### src/hw/addon_fifo_defines.vh
// Constants for the add-on FIFO port: offsets, status fields, modes, depth
`ifndef ADDON_FIFO_DEFINES_VH
`define ADDON_FIFO_DEFINES_VH

// Register byte offsets on the add-on bus
`define FIFO_PORT_OFS 7'h20
`define GEN_CTRL_STATUS_OFS 7'h3c

// Data width and depth of each direction's storage
`define FIFO_WIDTH 32
`define FIFO_DEPTH 8
`define FIFO_CNT_W 4
// Depth at the width of the occupancy count
`define FIFO_DEPTH_CNT 4'h8

// Threshold for the "four or more spaces" flag
`define FIFO_SPACE_THRESH 4'h4

// Status field positions, PCI to add-on direction
`define ST_P2A_FULL 0
`define ST_P2A_SPACE4 1
`define ST_P2A_EMPTY 2
// Status field positions, add-on to PCI direction
`define ST_A2P_FULL 3
`define ST_A2P_SPACE4 4
`define ST_A2P_EMPTY 5
`define ST_WIDTH 6

// Endian conversion modes set from the PCI side
`define ENDIAN_NONE 2'h0
`define ENDIAN_16 2'h1
`define ENDIAN_32 2'h2
`define ENDIAN_64 2'h3

`endif

### src/hw/word_fifo.v
// Flip-flop FIFO with valid/ready on both sides and an occupancy count
`timescale 1ns/100ps
`default_nettype none
module word_fifo #(
   parameter WIDTH = 32, // Word width
   parameter DEPTH = 8, // Number of words
   parameter AW = 3, // Index width
   parameter CW = 4 // Count width
) (
   input wire clk, // Add-on clock
   input wire reset, // Async reset, active high
   input wire in_valid, // Write request
   output wire in_ready, // Room for a word
   input wire [WIDTH-1:0] in_data, // Word to store
   output wire out_valid, // Word at head
   input wire out_ready, // Head taken
   output wire [WIDTH-1:0] out_data, // Head word
   output reg [CW-1:0] count // Words held
);
   reg [WIDTH-1:0] mem [0:DEPTH-1]; // Storage
   reg [AW-1:0] wr_ptr; // Next slot to fill
   reg [AW-1:0] rd_ptr; // Head slot
   wire push; // Word enters
   wire pop; // Word leaves

   // Honest flags straight from the count
   assign in_ready = (count != DEPTH[CW-1:0]);
   assign out_valid = (count != {CW{1'b0}});
   assign push = in_valid & in_ready;
   assign pop = out_valid & out_ready;
   assign out_data = mem[rd_ptr];

   // Pointers and count
   always @(posedge clk or posedge reset) begin
      if (reset) begin
         wr_ptr <= {AW{1'b0}};
         rd_ptr <= {AW{1'b0}};
         count <= {CW{1'b0}};
      end else begin
         if (push) begin
            wr_ptr <= (wr_ptr == DEPTH[AW-1:0] - 1'b1) ? {AW{1'b0}} : wr_ptr + 1'b1;
         end
         if (pop) begin
            rd_ptr <= (rd_ptr == DEPTH[AW-1:0] - 1'b1) ? {AW{1'b0}} : rd_ptr + 1'b1;
         end
         if (push & ~pop) begin
            count <= count + 1'b1;
         end else if (pop & ~push) begin
            count <= count - 1'b1;
         end
      end
   end

   // Storage write, no reset needed on data
   always @(posedge clk) begin
      if (push) begin
         mem[wr_ptr] <= in_data;
      end
   end
endmodule // word_fifo
`default_nettype wire

### src/hw/addon_fifo_port.v
// Add-on side FIFO data port with flag pins, status register and PCI-side hooks
//
// What this block does
// - FIFO data port at offset 20h, 32 bits
// - Reads and writes use separate storage
// - PCI-side setting governs byte order on fill and drain
// - Empty, four-space and full flags shown in both status registers
// - Pin shows read-side data available
// - Pin shows write-side space available
// - 64-bit conversion paces both flag pins by DWORD pairs
// - Dedicated active-low FIFO read/write strobes
// - Empty, four-space and full flags reported
`timescale 1ns/100ps
`default_nettype none
`include "addon_fifo_defines.vh"
module addon_fifo_port (
   input wire clk, // Add-on bus clock, 100 MHz
   input wire reset, // Async reset, active high
   input wire addon_select_n, // Register chip select, active low
   input wire addon_rd_n, // Register read strobe, active low
   input wire addon_wr_n, // Register write strobe, active low
   input wire [6:2] addon_addr, // DWORD register address
   input wire [31:0] addon_data_in, // Data bus, sensed level
   output reg [31:0] addon_data_out, // Data bus, driven level
   output reg addon_data_oe, // Data bus driven when high
   input wire fifo_read_strobe_n, // Dedicated FIFO read, active low
   input wire fifo_write_strobe_n, // Dedicated FIFO write, active low
   output wire fifo_data_available_pin, // Read side holds data
   output wire fifo_space_available_pin, // Write side has room
   input wire [1:0] pci_endian_mode, // Conversion mode from PCI control
   input wire pci_wr_valid, // PCI side offers a word
   input wire [31:0] pci_wr_data, // Word from PCI side
   output wire pci_wr_ready, // PCI to add-on FIFO has room
   output wire pci_rd_valid, // Add-on to PCI word ready
   output wire [31:0] pci_rd_data, // Word toward PCI side
   input wire pci_rd_ready, // PCI side takes the word
   output reg [`ST_WIDTH-1:0] pci_fifo_status // Flags for PCI master status
);
   wire [`FIFO_WIDTH-1:0] p2a_head; // Head of PCI to add-on FIFO
   wire p2a_valid; // PCI to add-on FIFO not empty
   wire p2a_pop; // Word leaves toward add-on
   wire [`FIFO_CNT_W-1:0] p2a_count; // Words held, read side
   wire a2p_ready; // Add-on to PCI FIFO has room
   wire a2p_push; // Word enters from add-on
   wire [`FIFO_CNT_W-1:0] a2p_count; // Words held, write side
   wire reg_sel; // Register cycle selected
   wire reg_rd; // Register read this cycle
   wire reg_wr; // Register write this cycle
   wire hit_fifo; // Address hits FIFO port
   wire hit_status; // Address hits general status
   wire fifo_rd_req; // Any add-on read of the FIFO
   wire fifo_wr_req; // Any add-on write of the FIFO
   wire mode64; // 64-bit conversion active
   wire [`ST_WIDTH-1:0] status_now; // Live flag set
   wire [`FIFO_CNT_W-1:0] a2p_free; // Free slots, write side
   reg rd_phase; // Second half of a read pair pending
   reg wr_phase; // Second half of a write pair pending

   // Byte reversal inside each 16-bit half
   function [31:0] swap16;
      input [31:0] d; // Word to convert
      begin
         swap16 = {d[23:16], d[31:24], d[7:0], d[15:8]};
      end
   endfunction

   // Byte reversal across the DWORD
   function [31:0] swap32;
      input [31:0] d; // Word to convert
      begin
         swap32 = {d[7:0], d[15:8], d[23:16], d[31:24]};
      end
   endfunction

   // Conversion picked by the PCI-side mode
   function [31:0] convert;
      input [31:0] d; // Word to convert
      input [1:0] mode; // Conversion mode
      begin
         case (mode)
            `ENDIAN_16: convert = swap16(d); // Swap within halves
            `ENDIAN_32: convert = swap32(d); // Full DWORD swap
            `ENDIAN_64: convert = swap32(d); // Per DWORD, moved in pairs
            default: convert = d; // No conversion
         endcase
      end
   endfunction

   // The three flags of one direction, empty / four-space / full
   function [2:0] dir_flags;
      input [`FIFO_CNT_W-1:0] cnt; // Words held
      reg [`FIFO_CNT_W-1:0] free; // Free slots
      begin
         free = `FIFO_DEPTH_CNT - cnt;
         dir_flags = {cnt == {`FIFO_CNT_W{1'b0}}, free >= `FIFO_SPACE_THRESH, free == {`FIFO_CNT_W{1'b0}}};
      end
   endfunction

   // Register bus decode; bus is synchronous to clk
   assign reg_sel = ~addon_select_n;
   assign reg_rd = reg_sel & ~addon_rd_n;
   assign reg_wr = reg_sel & ~addon_wr_n;
   assign hit_fifo = ({addon_addr, 2'b00} == `FIFO_PORT_OFS);
   assign hit_status = ({addon_addr, 2'b00} == `GEN_CTRL_STATUS_OFS);

   // Register port and dedicated strobes both reach the FIFO
   assign fifo_rd_req = (reg_rd & hit_fifo) | ~fifo_read_strobe_n;
   assign fifo_wr_req = (reg_wr & hit_fifo) | ~fifo_write_strobe_n;

   // Reads drain one FIFO, writes fill the other
   assign p2a_pop = fifo_rd_req & p2a_valid;
   assign a2p_push = fifo_wr_req & a2p_ready;

   assign mode64 = (pci_endian_mode == `ENDIAN_64);

   // PCI to add-on direction: add-on reads drain it
   word_fifo #(
      .WIDTH(`FIFO_WIDTH),
      .DEPTH(`FIFO_DEPTH),
      .AW(3),
      .CW(`FIFO_CNT_W)
   ) u_p2a (
      .clk(clk),
      .reset(reset),
      .in_valid(pci_wr_valid),
      .in_ready(pci_wr_ready),
      .in_data(pci_wr_data),
      .out_valid(p2a_valid),
      .out_ready(p2a_pop),
      .out_data(p2a_head),
      .count(p2a_count)
   );

   // Add-on to PCI direction: add-on writes fill it, converted on entry
   word_fifo #(
      .WIDTH(`FIFO_WIDTH),
      .DEPTH(`FIFO_DEPTH),
      .AW(3),
      .CW(`FIFO_CNT_W)
   ) u_a2p (
      .clk(clk),
      .reset(reset),
      .in_valid(fifo_wr_req),
      .in_ready(a2p_ready),
      .in_data(convert(addon_data_in, pci_endian_mode)),
      .out_valid(pci_rd_valid),
      .out_ready(pci_rd_ready),
      .out_data(pci_rd_data),
      .count(a2p_count)
   );

   assign a2p_free = `FIFO_DEPTH_CNT - a2p_count;

   // Pair phase trackers for 64-bit conversion
   always @(posedge clk or posedge reset) begin
      if (reset) begin
         rd_phase <= 1'b0;
         wr_phase <= 1'b0;
      end else begin
         // Outside 64-bit mode every word stands alone
         if (!mode64) begin
            rd_phase <= 1'b0;
         end else if (p2a_pop) begin
            rd_phase <= ~rd_phase;
         end
         if (!mode64) begin
            wr_phase <= 1'b0;
         end else if (a2p_push) begin
            wr_phase <= ~wr_phase;
         end
      end
   end

   // Data available: a whole pair in 64-bit mode unless mid-pair
   assign fifo_data_available_pin = (mode64 & ~rd_phase) ?
      (p2a_count >= 4'h2) : p2a_valid;

   // Space available: room for a whole pair in 64-bit mode unless mid-pair
   assign fifo_space_available_pin = (mode64 & ~wr_phase) ?
      (a2p_free >= 4'h2) : a2p_ready;

   // Live flags for both directions
   assign status_now = {dir_flags(a2p_count), dir_flags(p2a_count)};

   // Flag copy for the PCI-side master status register
   always @(posedge clk or posedge reset) begin
      if (reset) begin
         pci_fifo_status <= {`ST_WIDTH{1'b0}};
      end else begin
         pci_fifo_status <= status_now;
      end
   end

   // Read data and bus drive, one cycle after the read is taken
   always @(posedge clk or posedge reset) begin
      if (reset) begin
         addon_data_out <= 32'h00000000;
         addon_data_oe <= 1'b0;
      end else begin
         addon_data_oe <= reg_rd | ~fifo_read_strobe_n;
         if (fifo_rd_req) begin
            // FIFO read, empty FIFO returns zero
            addon_data_out <= p2a_valid ? convert(p2a_head, pci_endian_mode) : 32'h00000000;
         end else if (reg_rd & hit_status) begin
            // General status, upper bits zero
            addon_data_out <= {{(32 - `ST_WIDTH){1'b0}}, status_now};
         end else if (reg_rd) begin
            // Other locations belong to other blocks
            addon_data_out <= 32'h00000000;
         end
      end
   end
endmodule // addon_fifo_port
`default_nettype wire

### config.mk
export PLATFORM = sky130hd
export DESIGN_NAME = addon_fifo_port
export DESIGN_NICKNAME = d
export VERILOG_FILES = /design/src/hw/word_fifo.v /design/src/hw/addon_fifo_port.v
export VERILOG_INCLUDE_DIRS = /design/src /design/src/hw
export SDC_FILE = /design/constraint.sdc
export NUM_CORES = 1
export LEC_CHECK = 0
export BUFFER_PORTS_ARGS = -buffer_cell sky130_fd_sc_hd__buf_2
export CORE_ASPECT_RATIO = 1.4
export CORE_MARGIN = 2
export CORE_UTILIZATION = 54
export CTS_CLUSTER_SIZE = 16
export DETAILED_ROUTE_END_ITERATION = 8
export PLACE_DENSITY = 0.75
export SLEW_MARGIN = 20
export SYNTH_ARGS = -nofsm -noshare
export SYNTH_HDL_FRONTEND = slang
export SYNTH_SLANG_ARGS = --single-unit
export TNS_END_PERCENT = 1
### constraint.sdc
create_clock -name clk -period 4.9 [get_ports clk]
set_input_delay 1.225 -clock clk [delete_from_list [all_inputs] [get_ports clk]]
set_output_delay 1.225 -clock clk [all_outputs]
set_load 0.005 [all_outputs]
# After elaboration in Yosys (flattened, before gate mapping)
# Memories as Yosys holds them, arrays and structs flattened.
# Cells that the tools add are included.
# totals
regBits	61
mem_bits_rw	512
output_inout_bits	75
elab_cells	104
memories	2
# classes
addsub	10
magnitude_cmp	4
n_eq_ne	13
n_mux	24
n_bitwise	30
reduce_logical	10
# memory_table
memory	depth	word_bits	read_ports	rd_clocked_by_memory_dff	wr	line_no	text
u_a2p.mem	8	32	1	0	1	word_fifo.v:20	reg [WIDTH-1:0] mem [0:DEPTH-1];
u_p2a.mem	8	32	1	0	1	word_fifo.v:20	
# ops
op	count
$mux W32	4
$pmux W32 S2	2
$and A1 B1 Y1	16
$logic_not A4 Y1	4
$mux W4	4
$add A3 B1 Y3 const B	4
$eq A3 B3 Y1 const B	4
$mux W3	4
$not A1 Y1	11
$eq A5 B4 Y1 const B	2
$mux W1	10
$add A4 B1 Y4 const B	2
$ge A4 B2 Y1 const B	2
$ge A4 B3 Y1 const B	2
$ne A4 B4 Y1 const B	2
$reduce_bool A4 Y1	2
$sub A4 B1 Y4 const B	2
$sub A4 B4 Y4 const A	2
$eq A2 B2 Y1 const B	2
$ne A2 B1 Y1 const B	2
$reduce_bool A2 Y1	2
$or A1 B1 Y1	3
$reduce_bool A3 Y1	1
$eq A2 B1 Y1 const B	1
$reduce_or A2 Y1	1

# Depth between registers and ports, before layout
# logic_depth
ltp_word	9
depth_mapped	14

# By module
# From an unflattened synthesis, not the netlist that was laid out.
# hier_totals
cells_unflattened	1240
area_unflattened_um2	23488.8
# by_module_without_submodules
mod	instances	cells_each	area_per_inst_um2	seq_area_each_um2
word_fifo	2	434	10264.8	7937.6
addon_fifo_port	1	372	2959.1	1026.0

# Worst setup path after synthesis
# OpenSTA, ideal clock, no wires.
# synth_path
path_type	input-to-reg
startpoint	input addon_addr[2] in the netlist's numbering
endpoint	memory u_a2p.mem[4][0], enable pin
setup_time_ns	0.513
arrival_ns	5.464
required_ns	4.387
setup_slack_ns	-1.077
path_stages	4
path_cell_list	or3_1 -> o41ai_1 -> nand2_1 -> nor4b_1
# synth_between
elab_chain_len	6
# synth_rtl
element	line_no	text
from (decl)	addon_fifo_port.v:22	input wire [6:2] addon_addr,
$eq A5 B4 Y1 (no line)	-	
$and A1 B1 Y1	addon_fifo_port.v:108	assign fifo_wr_req = (reg_wr & hit_fifo) | ~fifo_write_strobe_n;
$or A1 B1 Y1	addon_fifo_port.v:108	
$and A1 B1 Y1	word_fifo.v:29	assign push = in_valid & in_ready;
$mux W1	word_fifo.v:56	if (push) begin
$mux W1 (implied by the code)	word_fifo.v:57	mem[wr_ptr] <= in_data;
to (decl)	word_fifo.v:20	
# Every way passes these cells.

# Worst setup path after layout
# layout_path
startpoint	register u_a2p.rd_ptr[0]
endpoint	output pci_rd_data[9]
# layout_between
elab_chain_len	1
# layout_rtl
element	line_no	text
from (decl)	word_fifo.v:22	reg [AW-1:0] rd_ptr;
from (signal assigned)	word_fifo.v:37	rd_ptr <= {AW{1'b0}};
from (signal assigned)	word_fifo.v:44	rd_ptr <= (rd_ptr == DEPTH[AW-1:0] - 1'b1) ? {AW{1'b0}} : rd_ptr + 1'b1;
$mem_v2 Z8 W32	-	
to (decl)	addon_fifo_port.v:35	output wire [31:0] pci_rd_data,
# Every way passes these cells.

==> impl_metrics.json <==
{
  "path_clk_slew_ns": 0.06,
  "setup_viol": 0,
  "grt_pass1_wl_mm": 77.6,
  "p_per_area_mw_per_mm2": 579,
  "min_from": "addon_data_out[18]$_DFFE_PP0P_",
  "final_common_cell": "edfxtp_1",
  "overflow": 0,
  "max-slew-margin-rel_pct": 24.4,
  "h-tree-depth": 2,
  "final_cells": 2094,
  "hold_viol": 0,
  "die_w_um": 180,
  "cts_hold_buf": 0,
  "r2r-start": "u_p2a.count[0]$_DFFE_PP0P_",
  "hold_end": "addon_data_out[18]$_DFFE_PP0P_",
  "peakVddDrop_mv": 0.434,
  "io_buffers": 154,
  "final.min_clock_period_ns": 3.99,
  "yosysSeqAreaShare_pct": 72.4,
  "vias": 12860,
  "avgRoutedWirePerCell_um": 24.7,
  "pre_cts_slack_ns": 0.895,
  "required_ns": 3.67,
  "cts_buffer_depth": 3,
  "synth_cell_types": 53,
  "final_area_mm2": 0.0267,
  "syn_area_per_cell_um2": 17.6,
  "placementRows": 90,
  "grt_max_degree": 73,
  "dp_cells": 1995,
  "crit_path_max_fanout": 39,
  "nets": 1594,
  "min_period_over_period_pct": 81.3,
  "crit_cells": 4,
  "die_h_um": 250,
  "drcViolationCount": 0,
  "core_mm2": 0.0429,
  "totalWireLength_mm": 51.6,
  "fp.dieArea_mm2": 0.0449,
  "cts_tree": "built",
  "vias_per_cell": 6.14,
  "post_cts_buffers": 0,
  "rsz0062_at_grt": "false",
  "initial_core_util_pct": 54.4,
  "io_pins": 155,
  "layout_common_cells": "512 x edfxtp_1, 154 x buf_2, 148 x mux2i_1",
  "antenna_found_initial": 5,
  "outcome": "completed",
  "synth_top_area_share_pct": 65.9,
  "p_total_mw": 15.5,
  "r2r_end": "u_p2a.count[3]$_DFFE_PP0P_",
  "synth_fp_nets": 1421,
  "worst_slew_pin_slew_ns": 1.13,
  "ctsResizeCount": 0,
  "drtIter0Drc": 1284,
  "postSynthCellCount": 1323,
  "grt_pass1_vias": 13105,
  "cp-start-kind": "flip-flop",
  "reg2reg_slack_ns": 1.71,
  "worstPathArrival_ns": 2.76,
  "synth_top_area_cell": "edfxtp_1",
  "yosys-top-cells-area": "edfxtp_1 66%, mux4_2 6.9%, dfrtp_1 6.5%",
  "ant_nets": 0,
  "cellLeakagePower_nw": 9.53,
  "setup_ws_ns": 0.914,
  "slowest_stage": "dfrtp_4",
  "holdWs_ns": 0.508,
  "syn-cell-area_mm2": 0.0233,
  "crit_buf_inv": 2,
  "async_reset_ff_share_pct": 10.6,
  "hold_path.class": "flip-flop to flip-flop",
  "dr.pass1.iters": 5,
  "cts_buffers": 51,
  "finalClockSkew_ns": 0.0221,
  "post_dp_cell_area_mm2": 0.0250,
  "gp_congestion": 0.863,
  "dominantRegCellSynth": "edfxtp_1",
  "track_usage_pct": 22.9,
  "reg2reg_depth": 11,
  "critPathKind": "flip-flop to output port",
  "drive_above_1_share_pct": 27.2,
  "synthToLayoutAreaGrowth_pct": 14.3,
  "drv_slew": 0,
  "cts-root-buf": "clkbuf_16",
  "path_cells": "buf_4, mux4_2, mux2_2, buf_2",
  "worst_setup_path_end_kind": "output port",
  "synth_edf_count": 512,
  "place.detailed.hpwl_mm": 31.8,
  "crit_family": "flip-flops",
  "max_freq_ghz": 0.251,
  "yosys_warnings": 0,
  "maxCapViolations": 0,
  "worstSkewPairLatency_ns": 0.57,
  "ys_ff_latch": 573,
  "cts.sinks": 573,
  "critPathMaxStageDelay_ns": 0.93,
  "whs_path_depth": 1
}
[registers in the layout, summed over array words and instances, names as in the netlist, 4 cells and up]
| register | count |
|---|---|
| u_p2a.count | 4 |
| pci_fifo_status | 6 |
| u_p2a.mem | 256 |
| u_a2p.mem | 256 |
| addon_data_out | 32 |
| u_a2p.count | 4 |
[through the flow]
step | utilization (%) | setup TNS [ns]
4_1_cts | 62.2 | 0
2_1_floorplan | - | -82.71
3_5_place_dp | 58.2 | 0
5_1_grt | 62.2 | 0
3_3_place_gp | 58.2 | 0
6_report | 62.2 | 0
[Yosys cell counts (all sizes together) (12+ instances only)]
library cell    n
mux4           72
mux2i         148
a22o           14
o21ai          44
nor2           30
nand3          33
ha             16
inv            12
edfxtp        512
nor3           22
a21oi          13
nand2          78
a22oi          53
buf            35
mux2           37
dfrtp          61
a221o          18
clkbuf         39
[routing by layer]
metal,global-route usage [%],routed length [um],vias to the layer above
li1,-,-,5639
met1,28.7,19300,6535
met2,39.7,26500,595
met3,4.28,3990,89
met4,8.52,1850,2
met5,0,5,-
[power by group]
group          total, mW  internal (mW)  switching (mW)
Clock               3.98           2.27            1.71
Combinational       4.59           2.11            2.48
Sequential          6.89           6.23           0.663
Total               15.5           10.6            4.85
[cell type report]
| type | count | area [um^2] |
|---|---|---|
| multi-input combinational | 664 | 6170 |
| sequential | 573 | 16900 |
| inverter | 12 | 47.5 |
| timing repair buffer | 194 | 1160 |
| tap | 552 | 691 |
| clock inverter | 32 | 279 |
| clock buffer | 63 | 1410 |
| antenna | 4 | 10.0 |
| fill | 2983 | 16200 |
[logic make-up after synthesis]
logic type	count (synthesis)	share of synthesized area (%)
xor+xnor	10	0.375
compound gates	179	5.46
fa+ha+maj	18	1.03
simple gates	200	4.01
flops	573	72.4
mux	257	15.1
buf+inv	86	1.65
[worst reg2reg max path, cell delays in order, from the launching register on]
cell,delay (ns)
dfrtp_1,0.47
nor4_2,0.91
a21oi_4,0.07
inv_4,0.31
ha_1,0.26
inv_1,0.09
ha_1,0.28
a21o_1,0.18
a21oi_1,0.17
xnor2_1,0.13
nor2_1,0.06
xor2_1,0.14
[how the worst max path moves through the flow]
stage,to,slack [ns],start
2_1_floorplan,u_a2p.mem[2][0]$_DFFE_PP_,-1.07,addon_addr[2]
3_3_place_gp,u_a2p.count[3]$_DFFE_PP0P_,0.88,addon_addr[2]
3_5_place_dp,u_a2p.count[3]$_DFFE_PP0P_,0.90,addon_addr[2]
4_1_cts,pci_rd_data[20],0.82,u_a2p.rd_ptr[0]$_DFFE_PP0P_
5_1_grt,pci_rd_data[20],0.73,u_a2p.rd_ptr[0]$_DFFE_PP0P_
6_report,pci_rd_data[9],0.91,u_a2p.rd_ptr[0]$_DFFE_PP0P_
No activity file was read; power rests on OpenSTA's default activity.
